`config.mk`:
```
export PLATFORM = sky130hd
export DESIGN_NAME = asp_device_flat
export DESIGN_NICKNAME = d
export VERILOG_FILES = /design/src/asp_pkg.sv /design/src/asp_link_if.sv /design/src/asp_device.sv /design/src/flat_wrapper.sv
export SDC_FILE = /design/constraint.sdc
export NUM_CORES = 1
export LEC_CHECK = 0
export ABC_AREA = 1
export BUFFER_PORTS_ARGS = -buffer_cell sky130_fd_sc_hd__buf_2
export CAP_MARGIN = 5
export CORE_ASPECT_RATIO = 1.4
export CORE_UTILIZATION = 35
export CTS_CLUSTER_SIZE = 40
export DETAILED_ROUTE_END_ITERATION = 12
export GPL_ROUTABILITY_DRIVEN = 0
export SKIP_LAST_GASP = 1
export SYNTH_ARGS = -nofsm -noshare
export SYNTH_HDL_FRONTEND = slang
export SYNTH_SLANG_ARGS = --single-unit
```
`constraint.sdc`:
```
create_clock -name clk -period 2.86 [get_ports clk]
set_clock_uncertainty 0.1 [all_clocks]
set_input_delay 0.143 -clock clk [delete_from_list [all_inputs] [get_ports clk]]
set_output_delay 0.143 -clock clk [all_outputs]
set_load 0.01 [all_outputs]
```
`src/asp_pkg.sv`:
```
// Shared constants for the nine-bit capable asynchronous serial port
package asp_pkg;
   // Register locations on the special-function register port
   localparam logic [7:0] CTRL_OFFSET = 8'h98;
   localparam logic [7:0] DATA_OFFSET = 8'h99;
   // Control register field positions
   localparam int         FMT_BIT     = 7;
   localparam int         UNUSED_BIT  = 6;
   localparam int         CHECK_BIT   = 5;
   localparam int         RXEN_BIT    = 4;
   localparam int         TX9_BIT     = 3;
   localparam int         RX9_BIT     = 2;
   localparam int         TDONE_BIT   = 1;
   localparam int         RDONE_BIT   = 0;
   // Reset values
   localparam logic [7:0] CTRL_RESET  = 8'h40;
   localparam logic [7:0] DATA_RESET  = 8'h00;
   // Timer reloads after its top count, 256-reload states in all
   localparam logic [7:0] TIMER_TOP   = 8'hFF;
   // Bit times per frame
   localparam logic [3:0] FRAME_BITS8 = 4'hA;
   localparam logic [3:0] FRAME_BITS9 = 4'hB;
   // Sample index of the last sampled bit after the start bit
   localparam logic [3:0] LAST_IDX8   = 4'h8;
   localparam logic [3:0] LAST_IDX9   = 4'h9;
endpackage : asp_pkg

```
`src/asp_link_if.sv`:
```
// Serial link between the port and the remote serial partner
interface asp_link_if;
   logic dev_to_peer;
   logic peer_to_dev;
   modport device (output dev_to_peer, input peer_to_dev);
   modport peer   (input dev_to_peer, output peer_to_dev);
endinterface : asp_link_if

```
`src/asp_device.sv`:
```
// Serial port end: control/data registers, baud timers, transmit, receive
//
// Contract
// - Bit rate is timer clock/(256-reload)/2
// - Control bit 7 selects 8 or 9-bit frames
// - 8-bit frame: start, 8 data LSB first, stop
// - 9-bit frame adds ninth bit from control
// - Data write loads and starts transmission
// - Transmit-done set at start of stop bit
// - Receive only while receive-enable bit is set
// - 8-bit accept: done clear, stop checked if enabled
// - 9-bit: ninth bit stored, stop ignored
// - 9-bit accept: done clear, ninth checked if enabled
// - Accept stores byte, ninth field, sets done
// - Overrun keeps first byte, drops later data
// - Receive-done set when stop bit sampled
// - One interrupt from either done flag
// - Only software clears the done flags
// - Ninth transmit bit field used only in 9-bit
// - Control bit 6 reads one, ignores writes
// - Master sends addresses ninth=1, data ninth=0
// - Matched slave clears check bit, later sets
// - Receive timer reloaded on start detect
// - Data location: read receive, write transmit
module asp_device (
   // Clock and reset
   input  wire logic       clk,
   input  wire logic       rst,
   // Special-function register port
   input  wire logic [7:0] reg_addr,
   input  wire logic       reg_wr,
   input  wire logic [7:0] reg_wdata,
   input  wire logic       reg_rd,
   output logic      [7:0] reg_rdata,
   // Baud timer controls, tick is one pulse per timer input clock
   input  wire logic       baud_timer_input_clock,
   input  wire logic       baud_timer_run,
   input  wire logic [7:0] baud_reload_byte,
   // Interrupt
   input  wire logic       irq_enable,
   output logic            irq,
   // Serial link
   asp_link_if.device      link
);
   typedef enum logic [1:0] {TX_IDLE = 2'b01, TX_SEND = 2'b10} asp_tx_type;
   typedef enum logic [2:0] {
      RX_IDLE = 3'b001, RX_START = 3'b010, RX_DATA = 3'b100
   } asp_rx_type;

   // Control fields
   logic       fmt_q, check_q, rxen_q, tx9_q, rx9_q, tdone_q, rdone_q;
   logic       tdone_d, rdone_d;
   logic [7:0] rx_latch_q;
   logic [7:0] reg_rdata_q;
   logic       irq_q;
   // Timers
   logic [7:0] tx_tmr_q, rx_tmr_q;
   logic       tx_half_q, rx_phase_q;
   // Transmitter
   asp_tx_type tx_st_q;
   logic [10:0] tx_sh_q;
   logic [3:0] tx_cnt_q;
   logic       txd_q;
   // Receiver
   asp_rx_type rx_st_q;
   logic [8:0] rx_bits_q;
   logic [3:0] rx_idx_q;
   logic       rxd_prev_q;

   // Register access decode
   wire        wr_ctrl  = reg_wr && (reg_addr == asp_pkg::CTRL_OFFSET);
   wire        wr_data  = reg_wr && (reg_addr == asp_pkg::DATA_OFFSET);
   wire [7:0]  ctrl_val = {fmt_q, 1'b1, check_q, rxen_q,
                           tx9_q, rx9_q, tdone_q, rdone_q};
   wire [7:0]  rd_mux   = (reg_addr == asp_pkg::CTRL_OFFSET) ? ctrl_val :
                          (reg_addr == asp_pkg::DATA_OFFSET) ? rx_latch_q :
                          8'h00;

   // Timer overflow: 256-reload input ticks between overflows
   wire tick   = baud_timer_input_clock && baud_timer_run;
   wire tx_ovf = tick && (tx_tmr_q == asp_pkg::TIMER_TOP);
   wire rx_ovf = tick && (rx_tmr_q == asp_pkg::TIMER_TOP);
   // Overflows halved into bit boundaries
   wire tx_baud = tx_ovf && tx_half_q;

   // Receive pin events
   wire rxd      = link.peer_to_dev;
   wire start_ev = rxen_q && (rx_st_q == RX_IDLE)
                   && rxd_prev_q && !rxd;
   // Sample on every other overflow, first one half a bit in
   wire rx_samp  = rx_ovf && !rx_phase_q;
   wire [3:0] last_idx = fmt_q ? asp_pkg::LAST_IDX9 : asp_pkg::LAST_IDX8;
   wire       at_last  = (rx_st_q == RX_DATA) && rx_samp
                         && (rx_idx_q == last_idx);
   // 8-bit checks the stop bit, 9-bit checks the ninth and ignores stop
   wire       ninth_in = fmt_q ? rx_bits_q[8] : rxd;
   wire       accept   = at_last && rxen_q && !rdone_q
                         && (!check_q || ninth_in);

   // Transmit frame start and start of stop bit
   wire tx_start = wr_data && (tx_st_q == TX_IDLE);
   wire tx_stop  = (tx_st_q == TX_SEND) && tx_baud
                   && (tx_cnt_q == 4'h1);

   // Flags: hardware set wins over a software clear in the same cycle
   assign tdone_d = tx_stop
                    || (wr_ctrl ? reg_wdata[asp_pkg::TDONE_BIT]
                                : tdone_q);
   assign rdone_d = accept
                    || (wr_ctrl ? reg_wdata[asp_pkg::RDONE_BIT]
                                : rdone_q);

   // Control register, bit 6 has no storage
   always_ff @(posedge clk) begin
      if (rst) begin
         fmt_q   <= asp_pkg::CTRL_RESET[asp_pkg::FMT_BIT];
         check_q <= asp_pkg::CTRL_RESET[asp_pkg::CHECK_BIT];
         rxen_q  <= asp_pkg::CTRL_RESET[asp_pkg::RXEN_BIT];
         tx9_q   <= asp_pkg::CTRL_RESET[asp_pkg::TX9_BIT];
      end else if (wr_ctrl) begin
         fmt_q   <= reg_wdata[asp_pkg::FMT_BIT];
         check_q <= reg_wdata[asp_pkg::CHECK_BIT];
         rxen_q  <= reg_wdata[asp_pkg::RXEN_BIT];
         tx9_q   <= reg_wdata[asp_pkg::TX9_BIT];
      end
   end

   // Flags, ninth receive field and receive latch
   always_ff @(posedge clk) begin
      if (rst) begin
         tdone_q    <= asp_pkg::CTRL_RESET[asp_pkg::TDONE_BIT];
         rdone_q    <= asp_pkg::CTRL_RESET[asp_pkg::RDONE_BIT];
         rx9_q      <= asp_pkg::CTRL_RESET[asp_pkg::RX9_BIT];
         rx_latch_q <= asp_pkg::DATA_RESET;
      end else begin
         tdone_q <= tdone_d;
         rdone_q <= rdone_d;
         // Hardware update wins; otherwise software may write the field
         if (accept) begin
            rx9_q      <= ninth_in;
            rx_latch_q <= rx_bits_q[7:0];
         end else if (wr_ctrl) begin
            rx9_q <= reg_wdata[asp_pkg::RX9_BIT];
         end
      end
   end

   // Read data and interrupt, both registered
   always_ff @(posedge clk) begin
      if (rst) begin
         reg_rdata_q <= 8'h00;
         irq_q       <= 1'b0;
      end else begin
         if (reg_rd) begin
            reg_rdata_q <= rd_mux;
         end
         irq_q <= irq_enable && (tdone_d || rdone_d);
      end
   end

   // Transmit timer, free running auto-reload
   always_ff @(posedge clk) begin
      if (rst) begin
         tx_tmr_q  <= 8'h00;
         tx_half_q <= 1'b0;
      end else if (tick) begin
         tx_tmr_q <= tx_ovf ? baud_reload_byte : tx_tmr_q + 8'h01;
         if (tx_ovf) begin
            tx_half_q <= !tx_half_q;
         end
      end
   end

   // Receive timer copy; reload forced on start so a frame may begin
   // at any time, independent of the transmit timer phase
   always_ff @(posedge clk) begin
      if (rst) begin
         rx_tmr_q   <= 8'h00;
         rx_phase_q <= 1'b0;
      end else if (start_ev) begin
         rx_tmr_q   <= baud_reload_byte;
         rx_phase_q <= 1'b0;
      end else if (tick) begin
         rx_tmr_q <= rx_ovf ? baud_reload_byte : rx_tmr_q + 8'h01;
         if (rx_ovf) begin
            rx_phase_q <= !rx_phase_q;
         end
      end
   end

   // Transmitter: writes while busy are dropped, no collision flag
   always_ff @(posedge clk) begin
      if (rst) begin
         tx_st_q  <= TX_IDLE;
         tx_sh_q  <= '1;
         tx_cnt_q <= 4'h0;
         txd_q    <= 1'b1;
      end else begin
         unique case (tx_st_q)
            TX_IDLE: begin
               if (tx_start) begin
                  // Stop, ninth (or stop again), data LSB first, start
                  tx_sh_q  <= {1'b1, fmt_q ? tx9_q : 1'b1,
                               reg_wdata, 1'b0};
                  tx_cnt_q <= fmt_q ? asp_pkg::FRAME_BITS9
                                    : asp_pkg::FRAME_BITS8;
                  tx_st_q  <= TX_SEND;
               end
            end
            TX_SEND: begin
               if (tx_baud) begin
                  if (tx_cnt_q == 4'h0) begin
                     tx_st_q <= TX_IDLE; // Stop bit time complete
                  end else begin
                     txd_q    <= tx_sh_q[0];
                     tx_sh_q  <= {1'b1, tx_sh_q[10:1]};
                     tx_cnt_q <= tx_cnt_q - 4'h1;
                  end
               end
            end
         endcase
      end
   end

   // Receiver; clearing the enable abandons a frame in progress
   always_ff @(posedge clk) begin
      if (rst) begin
         rx_st_q    <= RX_IDLE;
         rx_bits_q  <= 9'h000;
         rx_idx_q   <= 4'h0;
         rxd_prev_q <= 1'b1;
      end else begin
         rxd_prev_q <= rxd;
         unique case (rx_st_q)
            RX_IDLE: begin
               if (start_ev) begin
                  rx_st_q <= RX_START;
               end
            end
            RX_START: begin
               if (!rxen_q) begin
                  rx_st_q <= RX_IDLE;
               end else if (rx_samp) begin
                  // A high start at mid-bit is a glitch, not a frame
                  rx_st_q  <= rxd ? RX_IDLE : RX_DATA;
                  rx_idx_q <= 4'h0;
               end
            end
            RX_DATA: begin
               if (!rxen_q || at_last) begin
                  rx_st_q <= RX_IDLE;
               end else if (rx_samp) begin
                  rx_bits_q[rx_idx_q[3:0] == 4'h8 ? 8 : rx_idx_q[2:0]]
                           <= rxd;
                  rx_idx_q <= rx_idx_q + 4'h1;
               end
            end
         endcase
      end
   end

   // Outputs straight from flops
   assign reg_rdata        = reg_rdata_q;
   assign irq              = irq_q;
   assign link.dev_to_peer = txd_q;
endmodule : asp_device

```
`src/flat_wrapper.sv`:
```
// flat-port wrapper written by rule: the top's interface ports become plain ports
module asp_device_flat 
  (clk, rst, reg_addr, reg_wr, reg_wdata, reg_rd, reg_rdata, baud_timer_input_clock, baud_timer_run, baud_reload_byte, irq_enable, irq, link_dev_to_peer, link_peer_to_dev);
  asp_link_if link_i ();
  input  wire logic clk;
  input  wire logic rst;
  input  wire logic [7:0] reg_addr;
  input  wire logic reg_wr;
  input  wire logic [7:0] reg_wdata;
  input  wire logic reg_rd;
  output logic      [7:0] reg_rdata;
  input  wire logic baud_timer_input_clock;
  input  wire logic baud_timer_run;
  input  wire logic [7:0] baud_reload_byte;
  input  wire logic irq_enable;
  output logic irq;
  output wire logic [$bits(link_i.dev_to_peer)-1:0] link_dev_to_peer;
  input wire logic [$bits(link_i.peer_to_dev)-1:0] link_peer_to_dev;
  assign link_dev_to_peer = link_i.dev_to_peer;
  assign link_i.peer_to_dev = link_peer_to_dev;
  asp_device u_core (.clk(clk), .rst(rst), .reg_addr(reg_addr), .reg_wr(reg_wr), .reg_wdata(reg_wdata), .reg_rd(reg_rd), .reg_rdata(reg_rdata), .baud_timer_input_clock(baud_timer_input_clock), .baud_timer_run(baud_timer_run), .baud_reload_byte(baud_reload_byte), .irq_enable(irq_enable), .irq(irq), .link(link_i));
endmodule
```
=== Word-level counts from Yosys, hierarchy flattened ===
Cells that the tools add are included.

* Register bits after elaboration: 77
* Input port bits: 32
* Word-level logic and storage cells: 138

* $add $sub $neg: 4
* Magnitude comparators: 2
* Equality and inequality tests: 23
* Muxes and demuxes: 41
* Bitwise gates (word level): 2
* Reduce and logical (&&, ||, !) cells: 44

{| class="wikitable"
|+ Operators by type and width
! kind !! count
|-
| $mux 8 || 6
|-
| $mux 11 || 3
|-
| $eq 8x8->1 const B || 4
|-
| $ge 32x1->1 const B || 1
|-
| $lt 32x5->1 const B || 1
|-
| $mux 4 || 8
|-
| $pmux 11 s2 || 1
|-
| $logic_and 1x1->1 || 20
|-
| $add 8x1->8 const B || 2
|-
| $pmux 4 s2 || 2
|-
| $mux 3 || 5
|-
| $reduce_and 3->1 || 5
|-
| $ne 2x1->1 const B || 6
|-
| $bwmux 9 || 1
|-
| $mux 1 || 9
|-
| $pmux 3 s3 || 1
|-
| $ne 2x2->1 const B || 4
|-
| $logic_not 1->1 || 6
|-
| $mux 2 || 3
|-
| $reduce_bool 2->1 || 3
|-
| $logic_or 1x1->1 || 5
|-
| $reduce_and 5->1 || 1
|-
| $add 4x1->4 const B || 1
|-
| $demux 1 s4 || 1
|-
| other kinds (15) || 17
|}

=== Depth between registers and ports, before layout ===
* Depth in word-level cells: 11
* Gate-level depth with buffers: 12

=== Worst setup path before layout ===
Ideal clock, no wire load.

* Path type: reg2reg
* From: register u_core.tx_tmr_q[0]
* To: register u_core.tx_sh_q[1]
* Arrival time: 1.416 ns
* Data required time: 2.626 ns
* Setup slack: 1.210 ns
* Stages on the path, launching flop included: 10
* Buffers on the path: 1
* Clock period less this slack: 1.650 ns
* Cells stage by stage: dfxtp_1 ha_1 nand2_1 nor3_4 nand3_2 nand2_2 nand3_4 buf_6 nand2_1 nand3_1

* Longest elaborated chain between the ends: 5

{| class="wikitable"
|+ Ends and longest elaborated chain
! what !! RTL line !! RTL
|-
| start, declared || asp_device.sv:57 || <nowiki>logic [7:0] tx_tmr_q, rx_tmr_q;</nowiki>
|-
| start signal, assigned || asp_device.sv:167 || <nowiki>tx_tmr_q <= tx_ovf ? baud_reload_byte : tx_tmr_q + 8'h01;</nowiki>
|-
| $eq 8x8->1 || asp_device.sv:81 || <nowiki>wire tx_ovf = tick && (tx_tmr_q == asp_pkg::TIMER_TOP);</nowiki>
|-
| $logic_and 1x1->1 || asp_device.sv:81 ||
|-
| $logic_and 1x1->1 || asp_device.sv:84 || <nowiki>wire tx_baud = tx_ovf && tx_half_q;</nowiki>
|-
| $ne 2x1->1 (no line) || - ||
|-
| $reduce_and 3->1 (no line) || - ||
|-
| end signal, assigned || asp_device.sv:203 || <nowiki>tx_sh_q <= {1'b1, fmt_q ? tx9_q : 1'b1,</nowiki>
|-
| end signal, assigned || asp_device.sv:216 || <nowiki>tx_sh_q <= {1'b1, tx_sh_q[10:1]};</nowiki>
|-
| end, declared || asp_device.sv:61 || <nowiki>logic [10:0] tx_sh_q;</nowiki>
|}

No other way between the ends.
A chain may end at the register's enable or synchronous reset.

=== Worst setup path after layout ===
* From: register u_core.tx_tmr_q[0]
* To: register u_core.tx_sh_q[8]

The elaborated chain is that of the path after synthesis.

==> flow_summary_export.csv <==
group,metric,value,unit
logic_synthesis,synth_cells,598,
drt,drtIter0Drc,154,
drt,ant_nets,0,
global_routing,grt_pass1_vias,3667,
timing,setup_violations,0,
global_routing,grt_max_degree,38,
timing,finalHoldViolCount,0,
critical_path,worstSetupStartpointType,"flip-flop",
logic_synthesis,syn_nets,640,
floorplan,die_x,92.8,um
logic_synthesis,synth_area,4040,sq um
cts,cts_tree,"yes",
cells_and_area,antenna_cells,0,
logic_synthesis,synth_seq_cells,76,
critical_path,crit_family,"simple AND/OR/NAND/NOR gates",
cts,root_buffer,"clkbuf_16",
drt,vias,3785,
critical_path,cp_slowest_stage_delay,0.37,ns
logic_synthesis,syn_area_per_cell,6.76,sq um
global_routing,grt_pass1_wl,16200,um
pwr,power_density,574,nW/um^2
floorplan,fp-row-count,46,
floorplan,die_h,129,um
drt,totalWireLength,9420,um
drt,route.detailed.drc,0,
timing,finalWorstPathRequiredPeriod,1.95,ns
timing,hold_slack,0.00857,ns
place,io_buffers,41,
timing,fmax,0.514,GHz
critical_path,critical_path_class,"flip-flop to flip-flop",
cts,clock_path_buffers,2,
cells_and_area,final_nets,681,
timing,max_slew_margin,69.6,%
cts,h-tree-depth,3,
critical_path,cpMaxStageDelayCell,"dfxtp_1",
floorplan,io_pins,42,
global_routing,grt_usage,17.1,%
timing,tightest_slew,0.455,ns
critical_path,end_kind,"flip-flop",
worst_hold_path,hold_path.class,"primary input to flip-flop",
cells_and_area,syn_to_final_growth,16.2,%
timing,drv_slew,0,
cts,cts_buffers,9,
cells_and_area,drive_gt1_share,14.4,%
floorplan,dieArea,12000,sq um
critical_path,cp_cell_sequence,"ha_1 -> nand2_1 -> nor3_4 -> nand3_2 -> nand2_2 -> nand3_4 -> inv_2 -> nand2_1 -> nand3_1",
logic_synthesis,ys_seq_area_share,37.6,%
critical_path,cp_max_fo,17,
logic_synthesis,yosysWarnings,0,
cts,worstSkewPairLatency,0.34,ns
timing,fin_crit_sh,68.1,%
job,max-cap-violations,0,
timing,final.setup.tns,0,ns
pwr,leakagePower,2.20,nW
cts,clkTransAtPathRegs,0.06,ns
global_routing,grt_overflow,0,
cts,cts_sinks,76,
floorplan,start_util,35.8,%
drt,avgViaCountPerCell,4.80,
cts,cts_setup_buffers,0,
floorplan,core,11300,sq um
drt,wl_per_cell,12.0,um
timing,rsz0062_at_grt,"false",
logic_synthesis,ys_types,34,
outcome,outcome,"completed",
place,dpl.hpwl,7040,um
cells_and_area,fill_cells,1221,
critical_path,cp.buffers_inverters,1,
critical_path,cp_common_cell,"nand2_1",
pwr,irDropWorstVdd,258,uV
global_routing,antenna_found_initial,0,
critical_path,cp_data_arrival_time,2.12,ns
drt,first_pass_iters,5,
critical_path,crit_required,3.03,ns
-- worst reg2reg max path: cells and delay by family, from the launching register on --
| family | cells | cell delay (ns) |
|---|---|---|
| AND/OR/NAND/NOR | 7 | 1.04 |
| buffers and inverters | 1 | 0.20 |
| adder cells (fa/ha/maj) | 1 | 0.18 |
| flip-flops | 1 | 0.37 |
-- sequential cells by signal, indices dropped and copies added (netlist names), 2 cells and up --
name	count
u_core.reg_rdata	8
u_core.rx_bits_q	9
u_core.rx_idx_q	4
u_core.rx_latch_q	8
u_core.rx_st_q	3
u_core.rx_tmr_q	8
u_core.tx_cnt_q	4
u_core.tx_sh_q	10
u_core.tx_st_q	2
u_core.tx_tmr_q	8
-- synthesized netlist by cell type (all sizes together) --
master  instances  area (sq um)
nand4          15           109
buf            10          70.1
dfxtp          76          1520
nor3            8          73.8
o21bai          1          7.51
clkbuf         10          38.8
o211ai         11          82.6
ha             10           125
xor2            5          43.8
o21ai          41           205
a211oi          2          15.0
nand3          50           288
inv            77           289
nand2         162           628
a21oi          28           148
clkinv          3          11.3
xnor2           1          8.76
a31oi           4          25.0
or2             5          31.3
nor2           79           322
-- logic make-up after synthesis --
logic type / Yosys count / synth area share [%]
AO/OA/AOI/OAI: 87 / 11.9
XOR/XNOR: 6 / 1.30
adder cells (fa/ha/maj): 10 / 3.10
buffers and inverters: 100 / 10.1
flip-flops: 76 / 37.6
AND/OR/NAND/NOR: 319 / 35.9
-- report_power, final --
part | switching [mW] | leakage [nW] | internal (mW)
registers | 0.0506 | 0.619 | 1.13
clock network | 0.441 | 0.140 | 0.702
logic | 0.236 | 1.44 | 0.139
-- cells in the final DEF (no fill, tap or decap), drive strengths merged --
master | synthesis | final
o21bai | 1 | 1
o21ai | 41 | 41
dlygate4sd3 | 0 | 5
a31oi | 4 | 4
nor3 | 8 | 8
clkbuf | 10 | 13
dfxtp | 76 | 76
ha | 10 | 10
inv | 77 | 77
nand3 | 50 | 50
nand4 | 15 | 15
clkinv | 3 | 4
clkinvlp | 0 | 1
a211oi | 2 | 2
a21oi | 28 | 28
or2 | 5 | 5
buf | 10 | 45
nor2 | 79 | 79
xor2 | 5 | 5
xnor2 | 1 | 1
bufinv | 0 | 1
nand2 | 162 | 162
o211ai | 11 | 11
-- through the flow --
stage / util, % / setup WS [ns] / total power [mW] / cells / instance area [sq um]
final: 41.6 / 0.913 / 2.70 / 788 / 4700
after global routing: 41.6 / 0.727 / 2.83 / 788 / 4700
after CTS: 41.6 / 0.898 / 2.72 / 788 / 4700
after detailed placement: 38.6 / 0.921 / 1.57 / 767 / 4350
after global placement: 38.6 / 0.947 / 1.56 / 767 / 4350
after floorplan: - / 1.21 / 1.48 / 598 / 4040
-- path summary, 6_finish.rpt --
path / cells past startpoint / from / slack (ns) / to
worst max register to register: 9 / u_core.tx_tmr_q[0] / 0.91 / u_core.tx_sh_q[8]
worst min register to register: 2 / u_core.tx_sh_q[0] / 0.37 / u_core.tx_sh_q[0]
worst min-delay path: 3 / reg_wdata[5] / 0.009 / u_core.check_q
worst max-delay path: 9 / u_core.tx_tmr_q[0] / 0.91 / u_core.tx_sh_q[8]
-- what timing repair did --
action                                  CTS  global route
hold buffers                              5             0
endpoints found under the setup margin    0             0
hold endpoints to repair                  5             0
resized for setup                         0             0
-- metal layers --
| layer | GRT usage, % | up-vias | share of wire, % |
|---|---|---|---|
| met1 | 18.5 | 1690 | 42 |
| met2 | 31.1 | 77 | 51 |
| met5 | 0 | - | 0 |
| li1 | - | 1996 | - |
| met4 | 9.32 | 0 | 3.2 |
| met3 | 3.23 | 22 | 3.7 |
-- cell type report --
class                   count  area [sq um]  area share [%]
clock buffers              13           250            5.33
repair buffers             50           285            6.08
inverters                  80           300            6.39
flip-flops and latches     76          1520            32.4
well taps                 144           180            3.84
multi-input cells         422          2110            45.0
clock inverters             3          46.3           0.986
Power figures use the tool's default switching activity.
